[src/hw/dswk_defines.svh]
`ifndef DSWK_DEFINES_SVH
`define DSWK_DEFINES_SVH

// Register indices; byte address is four times the index
`define DSWK_IDX_WDT_CTL 14'h0f48
`define DSWK_IDX_WAKE_LOW 14'h0f4a
`define DSWK_IDX_WAKE_HIGH 14'h0f4b
`define DSWK_IDX_DS_CTL_LOW 14'h0f4c
`define DSWK_IDX_DS_CTL_HIGH 14'h0f4d
`define DSWK_IDX_PERSIST1 14'h0f4f

// deep_sleep_wake_low fields
`define DSWK_BIT_FAULT 7
`define DSWK_BIT_ULP 5
`define DSWK_BIT_WDT 4
`define DSWK_BIT_RTC 3
`define DSWK_BIT_EXTERNAL_RESET_PIN 2
`define DSWK_BIT_POR 0
// deep_sleep_wake_high fields
`define DSWK_BIT_INT0 0
// watchdog_control fields
`define DSWK_BIT_LEVEL 5
`define DSWK_BIT_MOD_EN 1
`define DSWK_BIT_SINK 0
// deep sleep control fields
`define DSWK_BIT_DS_ULP_EN 1
`define DSWK_BIT_ULP_WDIS 2

// Reset values
`define DSWK_RST_WAKE_LOW 8'h01
`define DSWK_RST_WAKE_HIGH 8'h00
`define DSWK_RST_PERSIST 8'h00
`define DSWK_RST_CTL 8'h00

// Bus answers
`define DSWK_RESP_OKAY 2'h0
`define DSWK_RESP_SLVERR 2'h2

`endif

[src/hw/dswk_pkg.sv]
`include "dswk_defines.svh"

package dswk_pkg;

  typedef enum logic [2:0] {
    DSWK_SEL_NONE,
    DSWK_SEL_WDT_CTL,
    DSWK_SEL_WAKE_LOW,
    DSWK_SEL_WAKE_HIGH,
    DSWK_SEL_DS_LOW,
    DSWK_SEL_DS_HIGH,
    DSWK_SEL_PERSIST
  } dswk_sel_t;

  // Wake causes seen while asleep
  typedef struct packed {
    logic fault;
    logic watchdog;
    logic alarm;
    logic reset_pin_n;
    logic change_int;
  } dswk_events_t;

  // Supply monitor results
  typedef struct packed {
    logic por_event;
    logic por_active;
    logic core_brownout;
    logic sleep_brownout;
    logic supply_cycled;
  } dswk_supply_t;

  typedef struct packed {
    logic in_sleep;
    logic in_deep_sleep;
  } dswk_power_t;

  function automatic dswk_sel_t dswk_decode(input logic [15:0] addr);
    dswk_sel_t sel;
    sel = DSWK_SEL_NONE;
    case (addr[15:2])
      `DSWK_IDX_WDT_CTL: sel = DSWK_SEL_WDT_CTL;
      `DSWK_IDX_WAKE_LOW: sel = DSWK_SEL_WAKE_LOW;
      `DSWK_IDX_WAKE_HIGH: sel = DSWK_SEL_WAKE_HIGH;
      `DSWK_IDX_DS_CTL_LOW: sel = DSWK_SEL_DS_LOW;
      `DSWK_IDX_DS_CTL_HIGH: sel = DSWK_SEL_DS_HIGH;
      `DSWK_IDX_PERSIST1: sel = DSWK_SEL_PERSIST;
      default: sel = DSWK_SEL_NONE;
    endcase
    return sel;
  endfunction : dswk_decode

endpackage : dswk_pkg

[src/hw/dswk_axil_slave.sv]
`timescale 1ns/100ps
`include "dswk_defines.svh"

module dswk_axil_slave (
  // Clock and reset
  input wire logic aclk,
  input wire logic aresetn,
  // Write address and data
  input wire logic awvalid,
  output logic awready,
  input wire logic [15:0] awaddr,
  input wire logic wvalid,
  output logic wready,
  input wire logic [31:0] wdata,
  input wire logic [3:0] wstrb,
  // Write response
  output logic bvalid,
  input wire logic bready,
  output logic [1:0] bresp,
  // Read address and data
  input wire logic arvalid,
  output logic arready,
  input wire logic [15:0] araddr,
  output logic rvalid,
  input wire logic rready,
  output logic [31:0] rdata,
  output logic [1:0] rresp,
  // Register side
  output logic wr_en,
  output logic [15:0] wr_addr,
  output logic [31:0] wr_data,
  output logic [3:0] wr_strb,
  input wire logic wr_hit,
  output logic [15:0] rd_addr,
  input wire logic [31:0] rd_data,
  input wire logic rd_hit
);

  typedef struct packed {
    logic awready;
    logic wready;
    logic arready;
    logic aw_have;
    logic w_have;
    logic [15:0] awaddr;
    logic [31:0] wdata;
    logic [3:0] wstrb;
    logic bvalid;
    logic [1:0] bresp;
    logic ar_have;
    logic [15:0] araddr;
    logic rvalid;
    logic [31:0] rdata;
    logic [1:0] rresp;
  } dswk_slv_state_t;

  dswk_slv_state_t s_r;
  dswk_slv_state_t s_nxt;
  logic fire;

  always_comb begin
    s_nxt = s_r;
    fire = s_r.aw_have & s_r.w_have & ~s_r.bvalid;
    if (awvalid & s_r.awready) begin
      s_nxt.aw_have = 1'b1;
      s_nxt.awaddr = awaddr;
    end
    if (wvalid & s_r.wready) begin
      s_nxt.w_have = 1'b1;
      s_nxt.wdata = wdata;
      s_nxt.wstrb = wstrb;
    end
    // Both halves held: commit and answer
    if (fire) begin
      s_nxt.aw_have = 1'b0;
      s_nxt.w_have = 1'b0;
      s_nxt.bvalid = 1'b1;
      s_nxt.bresp = wr_hit ? `DSWK_RESP_OKAY : `DSWK_RESP_SLVERR;
    end
    if (s_r.bvalid & bready) begin
      s_nxt.bvalid = 1'b0;
    end
    if (arvalid & s_r.arready) begin
      s_nxt.ar_have = 1'b1;
      s_nxt.araddr = araddr;
    end
    if (s_r.ar_have & ~s_r.rvalid) begin
      s_nxt.rvalid = 1'b1;
      s_nxt.rdata = rd_data;
      s_nxt.rresp = rd_hit ? `DSWK_RESP_OKAY : `DSWK_RESP_SLVERR;
    end
    if (s_r.rvalid & rready) begin
      s_nxt.rvalid = 1'b0;
      s_nxt.ar_have = 1'b0;
    end
    s_nxt.awready = ~s_nxt.aw_have & ~s_nxt.bvalid;
    s_nxt.wready = ~s_nxt.w_have & ~s_nxt.bvalid;
    s_nxt.arready = ~s_nxt.ar_have;
  end

  always_ff @(posedge aclk) begin
    if (!aresetn) begin
      s_r <= '0;
    end else begin
      s_r <= s_nxt;
    end
  end

  assign awready = s_r.awready;
  assign wready = s_r.wready;
  assign arready = s_r.arready;
  assign bvalid = s_r.bvalid;
  assign bresp = s_r.bresp;
  assign rvalid = s_r.rvalid;
  assign rdata = s_r.rdata;
  assign rresp = s_r.rresp;
  assign wr_en = fire;
  assign wr_addr = s_r.awaddr;
  assign wr_data = s_r.wdata;
  assign wr_strb = s_r.wstrb;
  assign rd_addr = s_r.araddr;

endmodule : dswk_axil_slave

[src/hw/dswk_ulp_wake.sv]
`timescale 1ns/100ps

module dswk_ulp_wake (
  // Clock and reset
  input wire logic aclk,
  input wire logic aresetn,
  // Configuration
  input wire logic module_en,
  input wire logic sink_en,
  input wire logic ds_module_en,
  input wire logic ds_wake_dis,
  input wire dswk_pkg::dswk_power_t power,
  // Capacitor pin compare, high while below input-low threshold
  input wire logic pin_low,
  // Results
  output logic sink_on,
  output logic wake_out,
  output logic sleep_wake,
  output logic deep_wake
);

  typedef struct packed {
    logic sink_on;
    logic wake_out;
    logic pin_low_d;
    logic sleep_wake;
    logic deep_wake;
  } dswk_ulp_state_t;

  dswk_ulp_state_t s_r;
  dswk_ulp_state_t s_nxt;
  logic armed;
  logic fall;

  always_comb begin
    s_nxt = s_r;
    // Deep sleep arms from its own enable, ordinary sleep from the module enable
    armed = power.in_deep_sleep ? ds_module_en : module_en;
    fall = armed & pin_low & ~s_r.pin_low_d;
    s_nxt.pin_low_d = pin_low;
    s_nxt.sink_on = module_en & sink_en;
    s_nxt.wake_out = module_en & pin_low;
    s_nxt.sleep_wake = fall & power.in_sleep & ~power.in_deep_sleep;
    s_nxt.deep_wake = fall & power.in_deep_sleep & ~ds_wake_dis;
  end

  always_ff @(posedge aclk) begin
    if (!aresetn) begin
      // Start as if already low: a pin low at reset gives no false wake
      s_r <= '{pin_low_d: 1'b1, default: 1'b0};
    end else begin
      s_r <= s_nxt;
    end
  end

  assign sink_on = s_r.sink_on;
  assign wake_out = s_r.wake_out;
  assign sleep_wake = s_r.sleep_wake;
  assign deep_wake = s_r.deep_wake;

endmodule : dswk_ulp_wake

[src/hw/dswk_top.sv]
// Contract
// The second persistent byte keeps all eight bits unchanged throughout deep sleep.
// The byte clears only on core brown-out, deep-sleep brown-out or supply cycling; the code also clears it on a power-on event.
// Change interrupt during deep sleep sets high wake byte bit 0.
// Unimplemented wake byte bits read zero: high 7..1, low 6 and 1.
// Self-monitor fault during deep sleep sets low wake byte bit 7.
// Low-power wake event during deep sleep sets low wake byte bit 5.
// Deep-sleep watchdog timeout during deep sleep sets low wake byte bit 4.
// Calendar alarm during deep sleep sets low wake byte bit 3.
// External reset pin low during deep sleep sets low wake byte bit 2.
// Power-on event with the power-on circuit active sets low wake byte bit 0.
// The power-on flag may also be set outside deep sleep.
// Wake pin falling below input-low raises a wake interrupt from sleep.
// Low-power wake from ordinary sleep sets watchdog control bit 5.
// Low-power wake from deep sleep sets low wake byte bit 5.
// Software routes the wake output and charges the capacitor before sleeping.
// Software enables module and sink bits to start the capacitor discharge.
// In ordinary sleep only the low-power wake output drives the pin state.
// Low-power wake ends deep sleep only when enabled and not disabled.
// A deep-sleep fault leaves deep sleep through power-on sequence, no setup.
// Wake flags survive the post-wake reset; software writes update them.
//
// Our own choice: the AXI4-Lite slave port.
`timescale 1ns/100ps
`include "dswk_defines.svh"

module dswk_top (
  // Clock and reset
  input wire logic aclk,
  input wire logic aresetn,
  // AXI4-Lite write address and data
  input wire logic awvalid,
  output logic awready,
  input wire logic [15:0] awaddr,
  input wire logic [2:0] awprot,
  input wire logic wvalid,
  output logic wready,
  input wire logic [31:0] wdata,
  input wire logic [3:0] wstrb,
  // AXI4-Lite write response
  output logic bvalid,
  input wire logic bready,
  output logic [1:0] bresp,
  // AXI4-Lite read
  input wire logic arvalid,
  output logic arready,
  input wire logic [15:0] araddr,
  input wire logic [2:0] arprot,
  output logic rvalid,
  input wire logic rready,
  output logic [31:0] rdata,
  output logic [1:0] rresp,
  // Power state and supply monitor
  input wire dswk_pkg::dswk_power_t power,
  input wire dswk_pkg::dswk_supply_t supply,
  // Wake causes
  input wire dswk_pkg::dswk_events_t events,
  input wire logic wake_capacitor_pin_low,
  // Wake results
  output logic discharge_sink_on,
  output logic low_power_wake_output,
  output logic wake_irq,
  output logic deep_sleep_exit_req
);

  typedef struct packed {
    logic [7:0] persist;
    logic sleep_fault_flag;
    logic low_power_wake_flag;
    logic sleep_watchdog_flag;
    logic calendar_alarm_flag;
    logic reset_pin_flag;
    logic power_on_flag;
    logic change_interrupt_wake_flag;
    logic wake_module_enable;
    logic discharge_sink_enable;
    logic wake_level_flag;
    logic sleep_wake_module_enable;
    logic sleep_wake_source_disable;
    logic wake_irq;
    logic exit_req;
  } dswk_top_state_t;

  dswk_top_state_t s_r;
  dswk_top_state_t s_nxt;

  logic wr_en;
  logic [15:0] wr_addr;
  logic [31:0] wr_data;
  logic [3:0] wr_strb;
  logic wr_hit;
  logic [15:0] rd_addr;
  logic [31:0] rd_data;
  logic rd_hit;
  dswk_pkg::dswk_sel_t wr_sel;
  dswk_pkg::dswk_sel_t rd_sel;
  logic ulp_sleep_wake;
  logic ulp_deep_wake;
  logic deep;
  logic persist_loss;
  logic exit_cause;

  dswk_axil_slave u_slave (
    .aclk(aclk),
    .aresetn(aresetn),
    .awvalid(awvalid),
    .awready(awready),
    .awaddr(awaddr),
    .wvalid(wvalid),
    .wready(wready),
    .wdata(wdata),
    .wstrb(wstrb),
    .bvalid(bvalid),
    .bready(bready),
    .bresp(bresp),
    .arvalid(arvalid),
    .arready(arready),
    .araddr(araddr),
    .rvalid(rvalid),
    .rready(rready),
    .rdata(rdata),
    .rresp(rresp),
    .wr_en(wr_en),
    .wr_addr(wr_addr),
    .wr_data(wr_data),
    .wr_strb(wr_strb),
    .wr_hit(wr_hit),
    .rd_addr(rd_addr),
    .rd_data(rd_data),
    .rd_hit(rd_hit)
  );

  dswk_ulp_wake u_ulp (
    .aclk(aclk),
    .aresetn(aresetn),
    .module_en(s_r.wake_module_enable),
    .sink_en(s_r.discharge_sink_enable),
    .ds_module_en(s_r.sleep_wake_module_enable),
    .ds_wake_dis(s_r.sleep_wake_source_disable),
    .power(power),
    .pin_low(wake_capacitor_pin_low),
    .sink_on(discharge_sink_on),
    .wake_out(low_power_wake_output),
    .sleep_wake(ulp_sleep_wake),
    .deep_wake(ulp_deep_wake)
  );

  // Address decode shared by both directions
  always_comb begin
    wr_sel = dswk_pkg::dswk_decode(wr_addr);
    rd_sel = dswk_pkg::dswk_decode(rd_addr);
    wr_hit = (wr_sel != dswk_pkg::DSWK_SEL_NONE);
    rd_hit = (rd_sel != dswk_pkg::DSWK_SEL_NONE);
  end

  // Read mux; unlisted bits stay zero
  always_comb begin
    rd_data = 32'h0;
    case (rd_sel)
      dswk_pkg::DSWK_SEL_WDT_CTL: begin
        rd_data[`DSWK_BIT_LEVEL] = s_r.wake_level_flag;
        rd_data[`DSWK_BIT_MOD_EN] = s_r.wake_module_enable;
        rd_data[`DSWK_BIT_SINK] = s_r.discharge_sink_enable;
      end
      dswk_pkg::DSWK_SEL_WAKE_LOW: begin
        rd_data[`DSWK_BIT_FAULT] = s_r.sleep_fault_flag;
        rd_data[`DSWK_BIT_ULP] = s_r.low_power_wake_flag;
        rd_data[`DSWK_BIT_WDT] = s_r.sleep_watchdog_flag;
        rd_data[`DSWK_BIT_RTC] = s_r.calendar_alarm_flag;
        rd_data[`DSWK_BIT_EXTERNAL_RESET_PIN] = s_r.reset_pin_flag;
        rd_data[`DSWK_BIT_POR] = s_r.power_on_flag;
      end
      dswk_pkg::DSWK_SEL_WAKE_HIGH: begin
        rd_data[`DSWK_BIT_INT0] = s_r.change_interrupt_wake_flag;
      end
      dswk_pkg::DSWK_SEL_DS_LOW: begin
        rd_data[`DSWK_BIT_ULP_WDIS] = s_r.sleep_wake_source_disable;
      end
      dswk_pkg::DSWK_SEL_DS_HIGH: begin
        rd_data[`DSWK_BIT_DS_ULP_EN] = s_r.sleep_wake_module_enable;
      end
      dswk_pkg::DSWK_SEL_PERSIST: begin
        rd_data[7:0] = s_r.persist;
      end
      default: begin
        rd_data = 32'h0;
      end
    endcase
  end

  always_comb begin
    s_nxt = s_r;
    deep = power.in_deep_sleep;

    // Software writes first, so hardware sets below win a same-cycle clear
    if (wr_en && wr_hit && wr_strb[0]) begin
      case (wr_sel)
        dswk_pkg::DSWK_SEL_WDT_CTL: begin
          s_nxt.wake_level_flag = wr_data[`DSWK_BIT_LEVEL];
          s_nxt.wake_module_enable = wr_data[`DSWK_BIT_MOD_EN];
          s_nxt.discharge_sink_enable = wr_data[`DSWK_BIT_SINK];
        end
        dswk_pkg::DSWK_SEL_WAKE_LOW: begin
          s_nxt.sleep_fault_flag = wr_data[`DSWK_BIT_FAULT];
          s_nxt.low_power_wake_flag = wr_data[`DSWK_BIT_ULP];
          s_nxt.sleep_watchdog_flag = wr_data[`DSWK_BIT_WDT];
          s_nxt.calendar_alarm_flag = wr_data[`DSWK_BIT_RTC];
          s_nxt.reset_pin_flag = wr_data[`DSWK_BIT_EXTERNAL_RESET_PIN];
          s_nxt.power_on_flag = wr_data[`DSWK_BIT_POR];
        end
        dswk_pkg::DSWK_SEL_WAKE_HIGH: begin
          s_nxt.change_interrupt_wake_flag = wr_data[`DSWK_BIT_INT0];
        end
        dswk_pkg::DSWK_SEL_DS_LOW: begin
          s_nxt.sleep_wake_source_disable = wr_data[`DSWK_BIT_ULP_WDIS];
        end
        dswk_pkg::DSWK_SEL_DS_HIGH: begin
          s_nxt.sleep_wake_module_enable = wr_data[`DSWK_BIT_DS_ULP_EN];
        end
        dswk_pkg::DSWK_SEL_PERSIST: begin
          // Bus is idle in deep sleep; a stray write still cannot disturb the byte
          if (!deep) begin
            s_nxt.persist = wr_data[7:0];
          end
        end
        default: begin
          s_nxt.persist = s_r.persist;
        end
      endcase
    end

    // Sticky wake causes, recorded while in deep sleep; the level flag from an ordinary-sleep wake
    if (deep && events.change_int) begin
      s_nxt.change_interrupt_wake_flag = 1'b1;
    end
    if (deep && events.fault) begin
      s_nxt.sleep_fault_flag = 1'b1;
    end
    if (ulp_deep_wake) begin
      s_nxt.low_power_wake_flag = 1'b1;
    end
    if (deep && events.watchdog) begin
      s_nxt.sleep_watchdog_flag = 1'b1;
    end
    if (deep && events.alarm) begin
      s_nxt.calendar_alarm_flag = 1'b1;
    end
    if (deep && !events.reset_pin_n) begin
      s_nxt.reset_pin_flag = 1'b1;
    end
    if (ulp_sleep_wake) begin
      s_nxt.wake_level_flag = 1'b1;
    end

    // Power-up: wake flags to defaults, power-on flag from the detector in any state
    if (supply.por_event) begin
      s_nxt.sleep_fault_flag = 1'b0;
      s_nxt.low_power_wake_flag = 1'b0;
      s_nxt.sleep_watchdog_flag = 1'b0;
      s_nxt.calendar_alarm_flag = 1'b0;
      s_nxt.reset_pin_flag = 1'b0;
      s_nxt.change_interrupt_wake_flag = 1'b0;
      s_nxt.sleep_wake_module_enable = 1'b0;
      s_nxt.sleep_wake_source_disable = 1'b0;
      s_nxt.power_on_flag = supply.por_active;
    end

    // Only these supply losses may corrupt the persistent byte
    persist_loss = (supply.core_brownout && !deep)
                   || (supply.sleep_brownout && deep)
                   || supply.supply_cycled
                   || supply.por_event;
    if (persist_loss) begin
      s_nxt.persist = `DSWK_RST_PERSIST;
    end

    // Any armed cause ends deep sleep; a fault needs no setup
    exit_cause = events.fault
                 || events.watchdog
                 || events.alarm
                 || !events.reset_pin_n
                 || events.change_int;
    s_nxt.exit_req = (deep && exit_cause) || ulp_deep_wake;
    s_nxt.wake_irq = ulp_sleep_wake;

    // Post-wake reset clears watchdog control, its level flag and the outputs; wake flags and byte ride through
    if (!aresetn) begin
      s_nxt.wake_module_enable = 1'b0;
      s_nxt.discharge_sink_enable = 1'b0;
      s_nxt.wake_level_flag = 1'b0;
      s_nxt.wake_irq = 1'b0;
      s_nxt.exit_req = 1'b0;
    end
  end

  always_ff @(posedge aclk) begin
    s_r <= s_nxt;
  end

  assign wake_irq = s_r.wake_irq;
  assign deep_sleep_exit_req = s_r.exit_req;

endmodule : dswk_top

[config.mk]
export PLATFORM = sky130hd
export DESIGN_NAME = dswk_top
export DESIGN_NICKNAME = d
export VERILOG_FILES = /design/src/hw/dswk_pkg.sv /design/src/hw/dswk_axil_slave.sv /design/src/hw/dswk_ulp_wake.sv /design/src/hw/dswk_top.sv
export VERILOG_INCLUDE_DIRS = /design/src /design/src/hw
export SDC_FILE = /design/constraint.sdc
export NUM_CORES = 1
export LEC_CHECK = 0
export BUFFER_PORTS_ARGS = -buffer_cell sky130_fd_sc_hd__buf_2
export CORE_MARGIN = 8
export CORE_UTILIZATION = 41
export DETAILED_ROUTE_END_ITERATION = 8
export PLACE_DENSITY_LB_ADDON = 0.05
export RECOVER_POWER = 25
export SLEW_MARGIN = 40
export SYNTH_ARGS = -nofsm -noshare
export SYNTH_HDL_FRONTEND = slang
export SYNTH_HIERARCHICAL = 1
export SYNTH_SLANG_ARGS = --single-unit
[constraint.sdc]
create_clock -name aclk -period 2 [get_ports aclk]
set_input_delay 0.5 -clock aclk [delete_from_list [all_inputs] [get_ports aclk]]
set_output_delay 0.5 -clock aclk [all_outputs]
set_load 0.02 [all_outputs]
==> results.cfg <==
[run_status]
status = finished, final reports clean

[timing]
relSlewSlack = 0.182
post-route-period-util = 0.923
maxSlewViolCount = 0
timing.fmax_ghz = 0.542
period_minus_slack_ps = 1850
tightest_slew_ps = 1230
rsz0062_at_grt = no
fin_setup_tns_ps = 0
skew_ps = 8.38
finalSetupViolCount = 0
hold_viol = 0

[setup_path]
crit_type = reg2reg
slowest_delay_ps = 440
arrival_ps = 1920
timing.rr.start = u_slave/s_r[108]$_SDFF_PN0_
cpMaxStageDelayCell = and4_1
path_buf_inv = 1
critical-path-top-delay-family = simple AND/OR/NAND/NOR gates
reg2reg_to = s_r[8]$_DFFE_PP_
ff2ff_path_depth = 6
cp-start-kind = flip-flop
required_ps = 2070
path_cells = nor2b_1 -> nand2_1 -> inv_1 -> and3b_1 -> and4_1 -> a21o_1
r2r_slack_ps = 150
end_kind = flip-flop
path_max_fanout = 9

[floorplanning]
start_util = 0.420
rows = 40
coreArea_sq_um = 12000
pin_count = 139
fp.dieH_um = 127
fp.dieArea_sq_um = 16100
die_w_um = 127

[power]
pwr-share-clk = 0.396
power.switching_mw = 1.10
combPwrFrac = 0.099
intPower_mw = 3.38
p_seq_frac = 0.505
power.ir.vdd_worst_uv = 360
p_per_area_nw_per_um2 = 829
switching_share = 0.246
leakage_nw = 2.27

[clocking]
cts_tree = done
hold_buffers = 0
ctsResizeCount = 0
insertion_delay_ps = 340
cts_buffer_depth = 2
ctsRootBufferMaster = clkbuf_16
cts.reportedPaths.clkPinSlew_ps = 70
cts_setup_buffers = 0
htreeDepth = 3
numClockSinks = 106
cts_buffers = 9

[run]
maxCapViolCount = 0

[grt]
antenna_found_initial = 0
grt_overflow = 0
grt_pass1_wl_mm = 18.0
grt_pass1_vias = 3638
grt_max_degree = 47
grtUsageTotal = 0.137

[final_layout]
multiInputGateArea_sq_um = 2190
final_layout_size_suffix_gt1_frac = 0.209
final_cells = 784
num-fill-cells = 1210
fin_util = 0.451
layout.nets = 725
final-seq-area_sq_um = 2130
areaGrowthSynthToFinish_pct = 7.47

[hold_path]
hold_depth = 2
hp-start = wake_capacitor_pin_low
min_to = u_ulp/s_r[2]$_SDFF_PN1_
hold_class = in2reg

[yosys]
avgSynthCellArea_sq_um = 8.41
yosysWarnings = 6
synth_area_sq_um = 5040
synthCells = 599

[placement]
dp_cells = 767
place_hpwl_mm = 8.28
portBuffers = 99
place.gp.congestion = 0.772

[routing]
met1_length_mm = 5.12
vias_per_cell = 4.76
wl_per_cell_um = 14.1
met3RoutedLength_um = 605
vias = 3728
route.met2.wl_mm = 5.17
drc = 0
top_layer = met4
firstDrtPassIters = 4
routed_wl_mm = 11.1
drtIter0Drc = 224
ant_nets = 0
[layout by cell type, fill, tap and decap left out, types with 4 or more instances in the layout]
| cell | n |
|---|---|
| dfxtp_1 | 105 |
| and2_1 | 8 |
| nand2b_1 | 5 |
| buf_4 | 8 |
| a21oi_1 | 15 |
| buf_2 | 98 |
| a21boi_1 | 28 |
| clkbuf_16 | 9 |
| conb_1 | 26 |
| nand2_1 | 165 |
| nor2b_1 | 4 |
| nor2_1 | 17 |
| a32oi_1 | 5 |
| and4_1 | 4 |
| nand3_1 | 7 |
| a22oi_1 | 5 |
| nand4_1 | 6 |
| a21boi_0 | 45 |
| mux2i_1 | 10 |
| o21ai_0 | 14 |
| inv_1 | 5 |
[registers in the layout, summed over array words and instances, names as in the netlist, 3 cells and up]
register,cells
s_r,20
u_slave/s_r,3
u_slave/rdata,32
u_slave/rd_addr,14
u_slave/wr_addr,14
u_slave/wr_data,8
[metal layers]
metal | vias to the layer above | track usage
met2 | 78 | 0.225
met5 | - | 0
met1 | 1687 | 0.168
met4 | 0 | 0.0546
li1 | 1951 | -
met3 | 12 | 0.0364
[area by class of cell]
| class | count | share of cell area |
|---|---|---|
| inverter | 5 | 0.00347 |
| sequential | 106 | 0.394 |
| antenna | 1 | 0.000462 |
| timing repair buffer | 109 | 0.110 |
| clock buffer | 11 | 0.0448 |
| clock inverter | 5 | 0.00993 |
| tap | 147 | 0.0340 |
| multi-input combinational | 400 | 0.404 |
[how the worst max path moves through the flow]
| stage | from | endpoint | slack (ps) | cells past startpoint |
|---|---|---|---|---|
| detailed placement | u_slave/s_r[108]$_SDFF_PN0_ | s_r[8]$_DFFE_PP_ | 190 | 6 |
| floorplan | u_slave/bvalid$_SDFF_PN0_ | s_r[14]$_SDFFE_PP0P_ | 320 | 8 |
| CTS | u_slave/s_r[108]$_SDFF_PN0_ | s_r[8]$_DFFE_PP_ | 160 | 6 |
| global placement | u_slave/s_r[108]$_SDFF_PN0_ | s_r[8]$_DFFE_PP_ | 210 | 6 |
| finish | u_slave/s_r[108]$_SDFF_PN0_ | s_r[8]$_DFFE_PP_ | 150 | 6 |
| global route | u_slave/s_r[108]$_SDFF_PN0_ | s_r[8]$_DFFE_PP_ | 60 | 6 |
[power groups by stage]
stage	combinational, mW	clock [mW]	sequential (mW)
2_1_floorplan	0.401	0	2.30
3_3_place_gp	0.445	0	2.31
3_5_place_dp	0.453	0	2.31
4_1_cts	0.454	1.83	2.27
5_1_grt	0.500	1.91	2.28
6_report	0.445	1.78	2.26
[metrics by stage]
step	hold slack [ps]	instance area, sq um	power [mW]	setup WS, ps
2_1_floorplan	414	5130	2.70	317
3_3_place_gp	437	5120	2.76	213
3_5_place_dp	444	5120	2.77	186
4_1_cts	353	5420	4.55	163
5_1_grt	375	5410	4.68	56.5
6_report	363	5420	4.49	154
Power figures use the tool's default switching activity.
